[src/core/rate_ctrl_pkg.sv]
/*
  Constants, register map and carrier types for the sample-rate and
  power-state controller of a three-axis acceleration readout.
  Assumes a 250 MHz core clock; the controller's parameters derive all cycle counts from it.
*/
package rate_ctrl_pkg;

  localparam int unsigned clk_mhz = 250;

  // Sample periods per active rate code, in microseconds
  localparam int unsigned active_period_us [8] = '{
    8360, 15625, 31250, 62500, 125000, 250000, 500000, 1000000};
  // Sample periods per wake rate code, in microseconds
  localparam int unsigned wake_period_us [4] = '{
    31250, 62500, 125000, 1000000};
  // Fast tap sampling and tap check period
  localparam int unsigned tap_period_us = 260;

  localparam logic [2:0] tap_plus_fastest_rate = 3'h0;
  localparam logic [2:0] rate_64_per_s = 3'h1;
  localparam logic [2:0] rate_32_per_s = 3'h2;
  localparam logic [2:0] rate_16_per_s = 3'h3;

  // Register offsets
  localparam logic [7:0] x_axis_result_addr = 8'h00;
  localparam logic [7:0] y_axis_result_addr = 8'h01;
  localparam logic [7:0] z_axis_result_addr = 8'h02;
  localparam logic [7:0] rate_status_addr = 8'h04;
  localparam logic [7:0] sleep_count_addr = 8'h05;
  localparam logic [7:0] int_enable_addr = 8'h06;
  localparam logic [7:0] mode_cfg_addr = 8'h07;
  localparam logic [7:0] sample_rate_cfg_addr = 8'h08;
  localparam logic [7:0] tap_detect_cfg_addr = 8'h09;

  localparam logic [7:0] reg_reset = 8'h00;
  localparam logic [3:0] prescale_last = 4'hf;
  localparam int unsigned avg_samples = 32;
  localparam int unsigned avg_shift = 5;
  localparam int unsigned slow_shift = 3;
  localparam int unsigned axis_bits = 6;

  typedef struct packed {
    logic [2:0] orientation_debounce_code;
    logic [1:0] wake_rate_code;
    logic [2:0] active_rate_code;
  } sample_rate_cfg_type;

  typedef struct packed {
    logic int_polarity_high_sel;
    logic push_pull_sel;
    logic sleep_prescale_sel;
    logic auto_sleep_en;
    logic auto_wake_en;
    logic test_sel;
    logic spare;
    logic active_sel;
  } mode_cfg_type;

  typedef struct packed {
    logic [2:0] spare;
    logic update_en;
    logic sleep_exit_en;
    logic tap_en;
    logic [1:0] orient_en;
  } int_enable_type;

  typedef struct packed {
    logic [2:0][axis_bits-1:0] g;
  } axes_type;

  typedef enum logic [2:0] {
    pw_standby = 3'b001,
    pw_run = 3'b010,
    pw_sleep = 3'b100
  } power_state_type;

  typedef enum logic [6:0] {
    bus_idle = 7'b0000001,
    bus_addr = 7'b0000010,
    bus_ack_addr = 7'b0000100,
    bus_write = 7'b0001000,
    bus_ack_write = 7'b0010000,
    bus_read = 7'b0100000,
    bus_ack_read = 7'b1000000
  } bus_state_type;

endpackage

[src/core/sample_rate_sleep_wake_ctrl.sv]
/*
  Sample-rate, auto-sleep/auto-wake and interrupt control behind a
  two-wire register port. Assumes scl/sda and the sensing-cell inputs
  are synchronous to ref_clk; the pad resolves sda from sda_oe.
*/
// What this block does
// - Interrupt level follows polarity select bit
// - Address acknowledge releases pending interrupt
// - Enable bits choose run, sleep or both
// - Interrupts work in every enable combination
// - Sleep timeout spans 1 to 256 ticks
// - Sample rate register at 0x08, reset zero
// - Code 000 enables tap filtering and detection
// - Fast running averages refresh on each valid cell sample in tap mode
// - Tap when filter difference exceeds threshold
// - Code 000 averages 32 samples per 8.36 ms
// - Code 001 gives 64 updates per second
// - Code 010 gives 32 updates per second
// - Code 011 gives 16 updates per second
// - Codes 100..111 give 8,4,2,1 updates
// - Wake codes give 32,16,8,1 updates
// - Debounce code N needs N+1 matches
// - Sleep counter clocked by rate, optionally /16
`timescale 1ns/1ps
`default_nettype none
module sample_rate_sleep_wake_ctrl
  import rate_ctrl_pkg::*;
#(
  parameter logic [6:0] DEV_ADDR = 7'h2a, // Arbitrary bus address
  parameter int unsigned ACTIVE_CYC [8] = '{
    active_period_us[0] * clk_mhz, active_period_us[1] * clk_mhz,
    active_period_us[2] * clk_mhz, active_period_us[3] * clk_mhz,
    active_period_us[4] * clk_mhz, active_period_us[5] * clk_mhz,
    active_period_us[6] * clk_mhz, active_period_us[7] * clk_mhz},
  parameter int unsigned WAKE_CYC [4] = '{
    wake_period_us[0] * clk_mhz, wake_period_us[1] * clk_mhz,
    wake_period_us[2] * clk_mhz, wake_period_us[3] * clk_mhz},
  parameter int unsigned TAP_CYC = tap_period_us * clk_mhz
) (
  input wire logic ref_clk,
  input wire logic resetn,
  input wire logic scl_in,
  input wire logic sda_in,
  output logic sda_out,
  output logic sda_oe,
  input wire logic cell_valid,
  input wire rate_ctrl_pkg::axes_type cell_data,
  output logic meas_req,
  input wire logic [2:0] orient_raw,
  output logic [2:0] orient_out,
  output logic int_out
);
  import rate_ctrl_pkg::*;

  bus_state_type bus_q;
  power_state_type pw_q;
  mode_cfg_type mode_q;
  sample_rate_cfg_type sr_q;
  int_enable_type int_en_q;
  logic [7:0] sleep_max_q, tap_thr_q, ptr_q, shift_q, tx_q, rd_data;
  logic [3:0] bit_cnt_q, pre_cnt_q;
  logic [7:0] sleep_cnt_q;
  logic [31:0] rate_cnt_q, fast_cnt_q, rate_period;
  logic scl_q, sda_q, rw_q, first_q, int_pend_q;
  logic scl_rise, scl_fall, start_cond, stop_cond;
  logic addr_match_evt, wr_byte_evt, rd_load_evt;
  logic reg_wr, sleep_restart, axis_clear;
  logic rate_tick, fast_tick, sleep_tick, timeout, sleep_exit_evt;
  logic tap_mode, tap_evt, update_evt, orient_evt, wake_evt, any_evt;
  logic [5:0] avg_cnt_q;
  logic [2:0] tap_hit;
  logic [2:0] cand_q;
  logic [3:0] match_cnt_q, match_next;
  logic [axis_bits-1:0] result_q [3];

  // Two-wire slave: edges and bus conditions
  assign scl_rise = scl_in & ~scl_q;
  assign scl_fall = ~scl_in & scl_q;
  assign start_cond = scl_in & scl_q & sda_q & ~sda_in;
  assign stop_cond = scl_in & scl_q & ~sda_q & sda_in;
  assign addr_match_evt = (bus_q == bus_addr) && scl_fall &&
    (bit_cnt_q == 4'h8) && (shift_q[7:1] == DEV_ADDR);
  assign wr_byte_evt = (bus_q == bus_write) && scl_fall &&
    (bit_cnt_q == 4'h8);
  assign rd_load_evt = scl_fall && (((bus_q == bus_ack_addr) && rw_q) ||
    (bus_q == bus_ack_read));
  assign reg_wr = wr_byte_evt && !first_q;
  assign sda_out = 1'b0;
  assign sda_oe = (bus_q == bus_ack_addr) || (bus_q == bus_ack_write) ||
    ((bus_q == bus_read) && !tx_q[7]);

  always_ff @(posedge ref_clk or negedge resetn) begin
    if (!resetn) begin
      scl_q <= 1'b1;
      sda_q <= 1'b1;
    end else begin
      scl_q <= scl_in;
      sda_q <= sda_in;
    end
  end

  always_ff @(posedge ref_clk or negedge resetn) begin
    if (!resetn) begin
      bus_q <= bus_idle;
      bit_cnt_q <= 4'h0;
      shift_q <= 8'h00;
      tx_q <= 8'hff;
      rw_q <= 1'b0;
    end else if (start_cond) begin
      bus_q <= bus_addr;
      bit_cnt_q <= 4'h0;
    end else if (stop_cond) begin
      bus_q <= bus_idle;
    end else begin
      unique case (bus_q)
        bus_idle: begin
        end
        bus_addr, bus_write: begin
          if (scl_rise) begin
            shift_q <= {shift_q[6:0], sda_in};
            bit_cnt_q <= bit_cnt_q + 4'h1;
          end else if (scl_fall && bit_cnt_q == 4'h8) begin
            if (bus_q == bus_write) begin
              bus_q <= bus_ack_write;
            end else if (addr_match_evt) begin
              bus_q <= bus_ack_addr;
              rw_q <= shift_q[0];
            end else begin
              bus_q <= bus_idle;
            end
          end
        end
        bus_ack_addr, bus_ack_write: begin
          if (scl_fall) begin
            bit_cnt_q <= 4'h0;
            bus_q <= (bus_q == bus_ack_addr && rw_q) ? bus_read : bus_write;
            tx_q <= rd_data;
          end
        end
        bus_read: begin
          if (scl_fall) begin
            if (bit_cnt_q == 4'h7) begin
              bus_q <= bus_ack_read;
              tx_q <= 8'hff;
            end else begin
              tx_q <= {tx_q[6:0], 1'b1};
              bit_cnt_q <= bit_cnt_q + 4'h1;
            end
          end
        end
        bus_ack_read: begin
          if (scl_rise && sda_in) begin
            bus_q <= bus_idle;
          end else if (scl_fall) begin
            bus_q <= bus_read;
            bit_cnt_q <= 4'h0;
            tx_q <= rd_data;
          end
        end
        default: bus_q <= bus_idle;
      endcase
    end
  end

  // Register pointer: first written byte sets it, each access bumps it
  always_ff @(posedge ref_clk or negedge resetn) begin
    if (!resetn) begin
      ptr_q <= 8'h00;
      first_q <= 1'b0;
    end else if (addr_match_evt) begin
      first_q <= ~shift_q[0];
    end else if (wr_byte_evt && first_q) begin
      ptr_q <= shift_q;
      first_q <= 1'b0;
    end else if (reg_wr || rd_load_evt) begin
      ptr_q <= ptr_q + 8'h01;
    end
  end

  always_comb begin
    unique case (ptr_q)
      x_axis_result_addr: rd_data = {2'b00, result_q[0]};
      y_axis_result_addr: rd_data = {2'b00, result_q[1]};
      z_axis_result_addr: rd_data = {2'b00, result_q[2]};
      rate_status_addr: rd_data = {6'h00, pw_q == pw_sleep, pw_q == pw_run};
      sleep_count_addr: rd_data = sleep_max_q;
      int_enable_addr: rd_data = int_en_q;
      mode_cfg_addr: rd_data = mode_q;
      sample_rate_cfg_addr: rd_data = sr_q;
      tap_detect_cfg_addr: rd_data = tap_thr_q;
      default: rd_data = 8'h00;
    endcase
  end

  always_ff @(posedge ref_clk or negedge resetn) begin
    if (!resetn) begin
      mode_q <= reg_reset;
      sr_q <= reg_reset;
      sleep_max_q <= reg_reset;
      int_en_q <= reg_reset;
      tap_thr_q <= reg_reset;
    end else if (reg_wr) begin
      unique case (ptr_q)
        sleep_count_addr: sleep_max_q <= shift_q;
        int_enable_addr: int_en_q <= shift_q;
        mode_cfg_addr: mode_q <= shift_q;
        sample_rate_cfg_addr: sr_q <= shift_q;
        tap_detect_cfg_addr: tap_thr_q <= {3'h0, shift_q[4:0]};
        default: begin
        end
      endcase
    end
  end

  // Writing or reading mode, or writing the max count, restarts timing
  assign axis_clear = reg_wr && (ptr_q == mode_cfg_addr);
  assign sleep_restart = axis_clear ||
    (reg_wr && ptr_q == sleep_count_addr) ||
    (rd_load_evt && ptr_q == mode_cfg_addr);

  // Power state
  assign timeout = sleep_tick && (sleep_cnt_q == sleep_max_q);
  assign sleep_exit_evt = (pw_q == pw_run) && mode_q.auto_sleep_en &&
    timeout;
  assign wake_evt = tap_evt & int_en_q.tap_en |
    orient_evt & (|int_en_q.orient_en);

  always_ff @(posedge ref_clk or negedge resetn) begin
    if (!resetn) begin
      pw_q <= pw_standby;
    end else if (!mode_q.active_sel) begin
      pw_q <= pw_standby;
    end else begin
      unique case (pw_q)
        pw_standby: pw_q <= (mode_q.auto_wake_en && !mode_q.auto_sleep_en)
          ? pw_sleep : pw_run;
        pw_run: if (sleep_exit_evt) pw_q <= pw_sleep;
        pw_sleep: if (wake_evt) pw_q <= pw_run;
        default: pw_q <= pw_standby;
      endcase
    end
  end

  // Rate dividers; wake codes apply only while sleeping
  assign rate_period = (pw_q == pw_sleep) ?
    WAKE_CYC[sr_q.wake_rate_code] : ACTIVE_CYC[sr_q.active_rate_code];
  assign rate_tick = (pw_q != pw_standby) &&
    (rate_cnt_q == rate_period - 32'd1);
  assign fast_tick = (pw_q != pw_standby) && (fast_cnt_q == TAP_CYC - 1);
  assign tap_mode = (sr_q.active_rate_code == tap_plus_fastest_rate) &&
    (pw_q == pw_run);

  always_ff @(posedge ref_clk or negedge resetn) begin
    if (!resetn) begin
      rate_cnt_q <= 32'd0;
      fast_cnt_q <= 32'd0;
      meas_req <= 1'b0;
    end else begin
      rate_cnt_q <= (rate_tick || pw_q == pw_standby) ? 32'd0
        : rate_cnt_q + 32'd1;
      fast_cnt_q <= (fast_tick || pw_q == pw_standby) ? 32'd0
        : fast_cnt_q + 32'd1;
      meas_req <= fast_tick;
    end
  end

  // Sleep counter on the optionally /16 sample rate
  assign sleep_tick = (pw_q == pw_run) && rate_tick &&
    (!mode_q.sleep_prescale_sel || pre_cnt_q == prescale_last);

  always_ff @(posedge ref_clk or negedge resetn) begin
    if (!resetn) begin
      pre_cnt_q <= 4'h0;
      sleep_cnt_q <= 8'h00;
    end else if (sleep_restart || pw_q != pw_run || sleep_exit_evt) begin
      pre_cnt_q <= 4'h0;
      sleep_cnt_q <= 8'h00;
    end else begin
      if (rate_tick) pre_cnt_q <= pre_cnt_q + 4'h1;
      if (sleep_tick) sleep_cnt_q <= sleep_cnt_q + 8'h01;
    end
  end

  // Per-axis averaging and tap filter
  assign update_evt = rate_tick && (avg_cnt_q == 6'(avg_samples));

  always_ff @(posedge ref_clk or negedge resetn) begin
    if (!resetn) begin
      avg_cnt_q <= 6'h00;
    end else if (rate_tick || pw_q == pw_standby) begin
      avg_cnt_q <= 6'h00;
    end else if (cell_valid && avg_cnt_q != 6'(avg_samples)) begin
      avg_cnt_q <= avg_cnt_q + 6'h01;
    end
  end

  for (genvar a = 0; a < 3; a++) begin : g_axis
    logic signed [10:0] sum_q;
    logic signed [7:0] prev_q, fast_q, slow_q, cur, diff;
    assign cur = 8'(signed'(cell_data.g[a]));
    assign diff = fast_q - slow_q;
    assign tap_hit[a] = tap_mode &&
      ((diff[7] ? -diff : diff) > signed'(tap_thr_q));
    always_ff @(posedge ref_clk or negedge resetn) begin
      if (!resetn) begin
        sum_q <= 11'sh000;
        result_q[a] <= 6'h00;
      end else if (axis_clear) begin
        sum_q <= 11'sh000;
        result_q[a] <= 6'h00;
      // Standby drops samples, so the first average after start holds 32
      end else if (rate_tick || pw_q == pw_standby) begin
        sum_q <= 11'sh000;
        if (update_evt) result_q[a] <= sum_q[10:avg_shift];
      end else if (cell_valid && avg_cnt_q != 6'(avg_samples)) begin
        sum_q <= sum_q + 11'(signed'(cell_data.g[a]));
      end
    end
    always_ff @(posedge ref_clk or negedge resetn) begin
      if (!resetn) begin
        prev_q <= 8'sh00;
        fast_q <= 8'sh00;
        slow_q <= 8'sh00;
      end else if (cell_valid && tap_mode) begin
        prev_q <= cur;
        fast_q <= (cur + prev_q) >>> 1;
        slow_q <= slow_q + ((fast_q - slow_q) >>> slow_shift);
      end
    end
  end

  always_ff @(posedge ref_clk or negedge resetn) begin
    if (!resetn) begin
      tap_evt <= 1'b0;
    end else begin
      tap_evt <= fast_tick && (|tap_hit);
    end
  end

  // Orientation debounce at the sample rate
  assign match_next = (orient_raw == cand_q && match_cnt_q != 4'hf) ?
    match_cnt_q + 4'h1 : 4'h1;

  always_ff @(posedge ref_clk or negedge resetn) begin
    if (!resetn) begin
      cand_q <= 3'h0;
      match_cnt_q <= 4'h0;
      orient_out <= 3'h0;
      orient_evt <= 1'b0;
    end else begin
      orient_evt <= 1'b0;
      if (rate_tick) begin
        cand_q <= orient_raw;
        match_cnt_q <= match_next;
        if (match_next > {1'b0, sr_q.orientation_debounce_code} &&
            orient_raw != orient_out) begin
          orient_out <= orient_raw;
          orient_evt <= 1'b1;
        end
      end
    end
  end

  // Interrupt: any enabled event in any enable combination; set wins
  assign any_evt = (tap_evt & int_en_q.tap_en) |
    (orient_evt & (|int_en_q.orient_en)) |
    (sleep_exit_evt & int_en_q.sleep_exit_en) |
    (update_evt & int_en_q.update_en);

  always_ff @(posedge ref_clk or negedge resetn) begin
    if (!resetn) begin
      int_pend_q <= 1'b0;
    end else if (any_evt) begin
      int_pend_q <= 1'b1;
    end else if (addr_match_evt) begin
      int_pend_q <= 1'b0;
    end
  end

  always_ff @(posedge ref_clk or negedge resetn) begin
    if (!resetn) begin
      int_out <= 1'b1;
    end else begin
      int_out <= mode_q.int_polarity_high_sel ? int_pend_q
        : ~int_pend_q;
    end
  end

endmodule
`default_nettype wire
[config.mk]
export PLATFORM = sky130hd
export DESIGN_NAME = sample_rate_sleep_wake_ctrl
export DESIGN_NICKNAME = d
export VERILOG_FILES = /design/src/core/rate_ctrl_pkg.sv /design/src/core/sample_rate_sleep_wake_ctrl.sv
export SDC_FILE = /design/constraint.sdc
export NUM_CORES = 1
export LEC_CHECK = 0
export ABC_AREA = 1
export BUFFER_PORTS_ARGS = -buffer_cell sky130_fd_sc_hd__buf_4
export CAP_MARGIN = 20
export CELL_PAD_IN_SITES_DETAIL_PLACEMENT = 0
export CELL_PAD_IN_SITES_GLOBAL_PLACEMENT = 1
export CORE_MARGIN = 2
export CORE_UTILIZATION = 35
export CTS_CLUSTER_SIZE = 14
export DETAILED_ROUTE_END_ITERATION = 8
export PLACE_DENSITY_LB_ADDON = 0.1
export SKIP_LAST_GASP = 1
export SLEW_MARGIN = 20
export SYNTH_ARGS = -nofsm -noshare
export SYNTH_HDL_FRONTEND = slang
export SYNTH_SLANG_ARGS = --single-unit
[constraint.sdc]
create_clock -name ref_clk -period 4.2 [get_ports ref_clk]
set_input_delay 0.21 -clock ref_clk [delete_from_list [all_inputs] [get_ports ref_clk]]
set_output_delay 0.21 -clock ref_clk [all_outputs]
set_load 0.03 [all_outputs]
==> flow_metrics.env <==
export IMPL_synthArstFlopShare=1.000
export IMPL_grt_use_total=0.1899
export IMPL_cts_tree="done"
export IMPL_multi_input_area_um2=10290
export IMPL_seq_area_frac_synth=0.3781
export IMPL_die_area_um2=56270
export IMPL_yosys_top_cells_count="569 x nand2_1, 358 x inv_1, 274 x dfrtp_1, 253 x nor2_1, 173 x o21ai_0"
export IMPL_dp_hpwl_um=38740
export IMPL_synthFlopType="dfrtp_1"
export IMPL_syn_area_um2=19040
export IMPL_dp_cells=3206
export IMPL_synthMuxAreaShare=0
export IMPL_grt_pass1_wl_um=86820
export IMPL_hp_class="input pin to flip-flop"
export IMPL_port_buffers=31
export IMPL_antenna_found_initial=0
export IMPL_instances_no_fill=3295
export IMPL_hold_violations=0
export IMPL_synth_most_common_cell="nand2_1"
export IMPL_start_util=0.3538
export IMPL_cts_max_level=2
export IMPL_rr_startpoint="g_axis[2].slow_q[1]"
export IMPL_path_class="flip-flop to flip-flop"
export IMPL_cp_max_fo=7
export IMPL_worst_setup_path_end_kind="flip-flop"
export IMPL_avgSynthCellArea_um2=7.624
export IMPL_rsz0062_at_grt="false"
export IMPL_synth_compound_area_frac=0.1173
export IMPL_drt_iter0_drc=888
export IMPL_clk_latency_ns=0.58
export IMPL_num_io_pins=33
export IMPL_min_from="cell_valid"
export IMPL_area_growth_pct=13.57
export IMPL_finClkSkew_ns=0.03547
export IMPL_synth_edf_count=0
export IMPL_min_period_over_period=0.8850
export IMPL_startpoint_type="flip-flop"
export IMPL_firstDrtPassIters=5
export IMPL_ys_types=63
export IMPL_drv_cap=0
export IMPL_hold_depth=6
export IMPL_synth_top_family_by_area="simple AND/OR/NAND/NOR gates"
export IMPL_gp_congestion=0.8650
export IMPL_status="finished, final reports clean"
export IMPL_setup_tns_ns=0
export IMPL_drc=0
export IMPL_synth_adder_area_share=0.1013
export IMPL_ys_ff_latch=287
export IMPL_worst_ep_required_time_ns=4.65
export IMPL_synth_simple_area_share=0.2599
export IMPL_peakVddDrop_mv=0.4559
export IMPL_grt_max_degree=110
export IMPL_seq_area_um2=7199
export IMPL_overflow=0
export IMPL_fp_dieH_um=237.2
export IMPL_setup_viol=0
export IMPL_grt_pass1_vias=16335
export IMPL_synthTopCellsByArea="dfrtp_1 36%, nand2_1 11%, ha_1 8.9%, inv_1 7.1%, nor2_1 5.0%"
export IMPL_clk_pin_slew_worst_paths_ns=0.06
export IMPL_layout_min_cycle_time_ns=3.717
export IMPL_cts_sinks=287
export IMPL_crit_arrival_ns=4.16
export IMPL_avgViaCountPerCell=4.957
export IMPL_cts_root_buffer="clkbuf_16"
export IMPL_slew_violations=0
export IMPL_fill_cells=5606
export IMPL_final_nets=2747
export IMPL_drt_wl_total_um=51800
export IMPL_crit_start="g_axis[2].slow_q[1]"
export IMPL_yosysTopAreaCell="dfrtp_1"
export IMPL_max_slew_margin=0.3663
export IMPL_rows=85
export IMPL_ys_warnings_count=0
export IMPL_power_density_nw_per_um2=708.1
export IMPL_clk_path_buf_depth=3
export IMPL_core_um2=53810
export IMPL_postRouteAntennaNets=0
export IMPL_synth_xor_area_share=0.05974
export IMPL_syn_nets=2670
export IMPL_die_w_um=237.2
export IMPL_antenna_cells=0
export IMPL_wl_per_cell_um=15.72
export IMPL_drive_gt1_frac=0.07387
export IMPL_power_leakage_uw=0.01062
export IMPL_max_freq_ghz=0.2690
export IMPL_synthCells=2497
export IMPL_r2r_cells=23
export IMPL_whs_ns=0.2524
export IMPL_vias=16334
export IMPL_tightestPinTransition_ns=0.9447
export IMPL_power_uw=15310
export IMPL_numCtsBuffers=37
export IMPL_yosys_area_top_type_share=0.3602
-- cell families (layout without fill, tap and decap cells) --
kind of cell | Yosys count | in the layout
xor gates and xnor gates | 129 | 129
DFF | 287 | 287
buffers and inverters | 411 | 513
and+or+nand+nor | 1141 | 1141
AOI/OAI and AO/OA | 381 | 381
other | 1 | 1
adders and majority gates | 147 | 147
-- layout by cell type (no fill, tap or decap), types with 56 or more instances in the layout --
cell,count
nand2_1,565
inv_1,357
dfrtp_1,273
nor2_1,253
o21ai_0,173
ha_1,134
nand3_1,133
xor2_1,97
a21oi_1,83
nor3_1,58
buf_4,56
-- per-stage QoR --
step / setup WS (ns) / cell area, um^2 / util
detailed placement: 0.2836 / 20160 / 0.3747
global placement: 0.3624 / 20160 / 0.3746
finish: 0.4831 / 21620 / 0.4017
CTS: 0.2321 / 21580 / 0.4011
global route: 0.01673 / 21620 / 0.4017
floorplan: 0.9072 / 19040 / -
-- registers in the layout (all words and copies together) (netlist names), 4 cells and up --
register       flops
bus_q              7
mode_q             8
result_q          18
tap_thr_q          5
tx_q               8
bit_cnt_q          4
g_axis.prev_q     18
sleep_max_q        8
ptr_q              8
int_en_q           8
fast_cnt_q        32
shift_q            8
pre_cnt_q          4
match_cnt_q        4
g_axis.sum_q      33
g_axis.fast_q     18
rate_cnt_q        32
avg_cnt_q          6
sr_q               8
sleep_cnt_q        8
g_axis.slow_q     24
-- critical path: stages, from the launching register on --
cell      delay [ns]
dfrtp_1         0.41
inv_1           0.12
ha_1            0.29
nand3_1         0.07
nand2_1         0.11
a21oi_1         0.08
o21bai_1        0.22
nand2_1         0.08
nand2_1         0.06
a21oi_1         0.06
or2_2           0.28
nand2_2         0.14
inv_1           0.14
o21ai_0         0.20
ha_1            0.27
a21oi_1         0.13
o21ai_0         0.08
o21a_1          0.17
o22ai_1         0.18
nand2_1         0.09
a22oi_1         0.17
nand4_1         0.11
nor2_1          0.11
nor2_1          0.04
-- routing by layer --
layer,GRT usage,vias up,part of all wire
met2,0.3052,231,0.45
met4,0.05051,0,0.020
met3,0.02369,62,0.034
li1,-,8319,-
met1,0.2698,7722,0.50
met5,0,-,0
-- final timing paths --
| path | slack (ns) | end |
|---|---|---|
| hold reg to reg | 0.44 | pw_q[0] |
| setup reg to reg | 0.48 | tap_evt |
| min in group asynchronous | 0.32 | fast_cnt_q[18] |
| hold / removal | 0.25 | g_axis[2].sum_q[1] |
| max in group asynchronous | 2.75 | pw_q[0] |
| setup / recovery | 0.48 | tap_evt |
-- cell type report --
type / instances / area share
Sequential cell: 287 / 0.3330
Timing Repair Buffer: 82 / 0.03218
Multi-Input combinational cell: 1799 / 0.4761
Clock buffer: 58 / 0.04971
Tap cell: 696 / 0.04028
Inverter: 367 / 0.06383
Clock inverter: 6 / 0.004919
-- power by group --
part           switching [uW]  internal (uW)
sequential                450           3340
clock                    1300           1830
combinational            5040           3340
total                    6790           8520
-- repair_timing --
action                     4_1_cts  5_1_grt
setup endpoints to repair        0       25
setup buffers                    0        1
hold buffers                    24        0
gates resized for setup          0        7
hold endpoints to repair       131        0
Note: power is estimated with default switching activity, not from simulation.
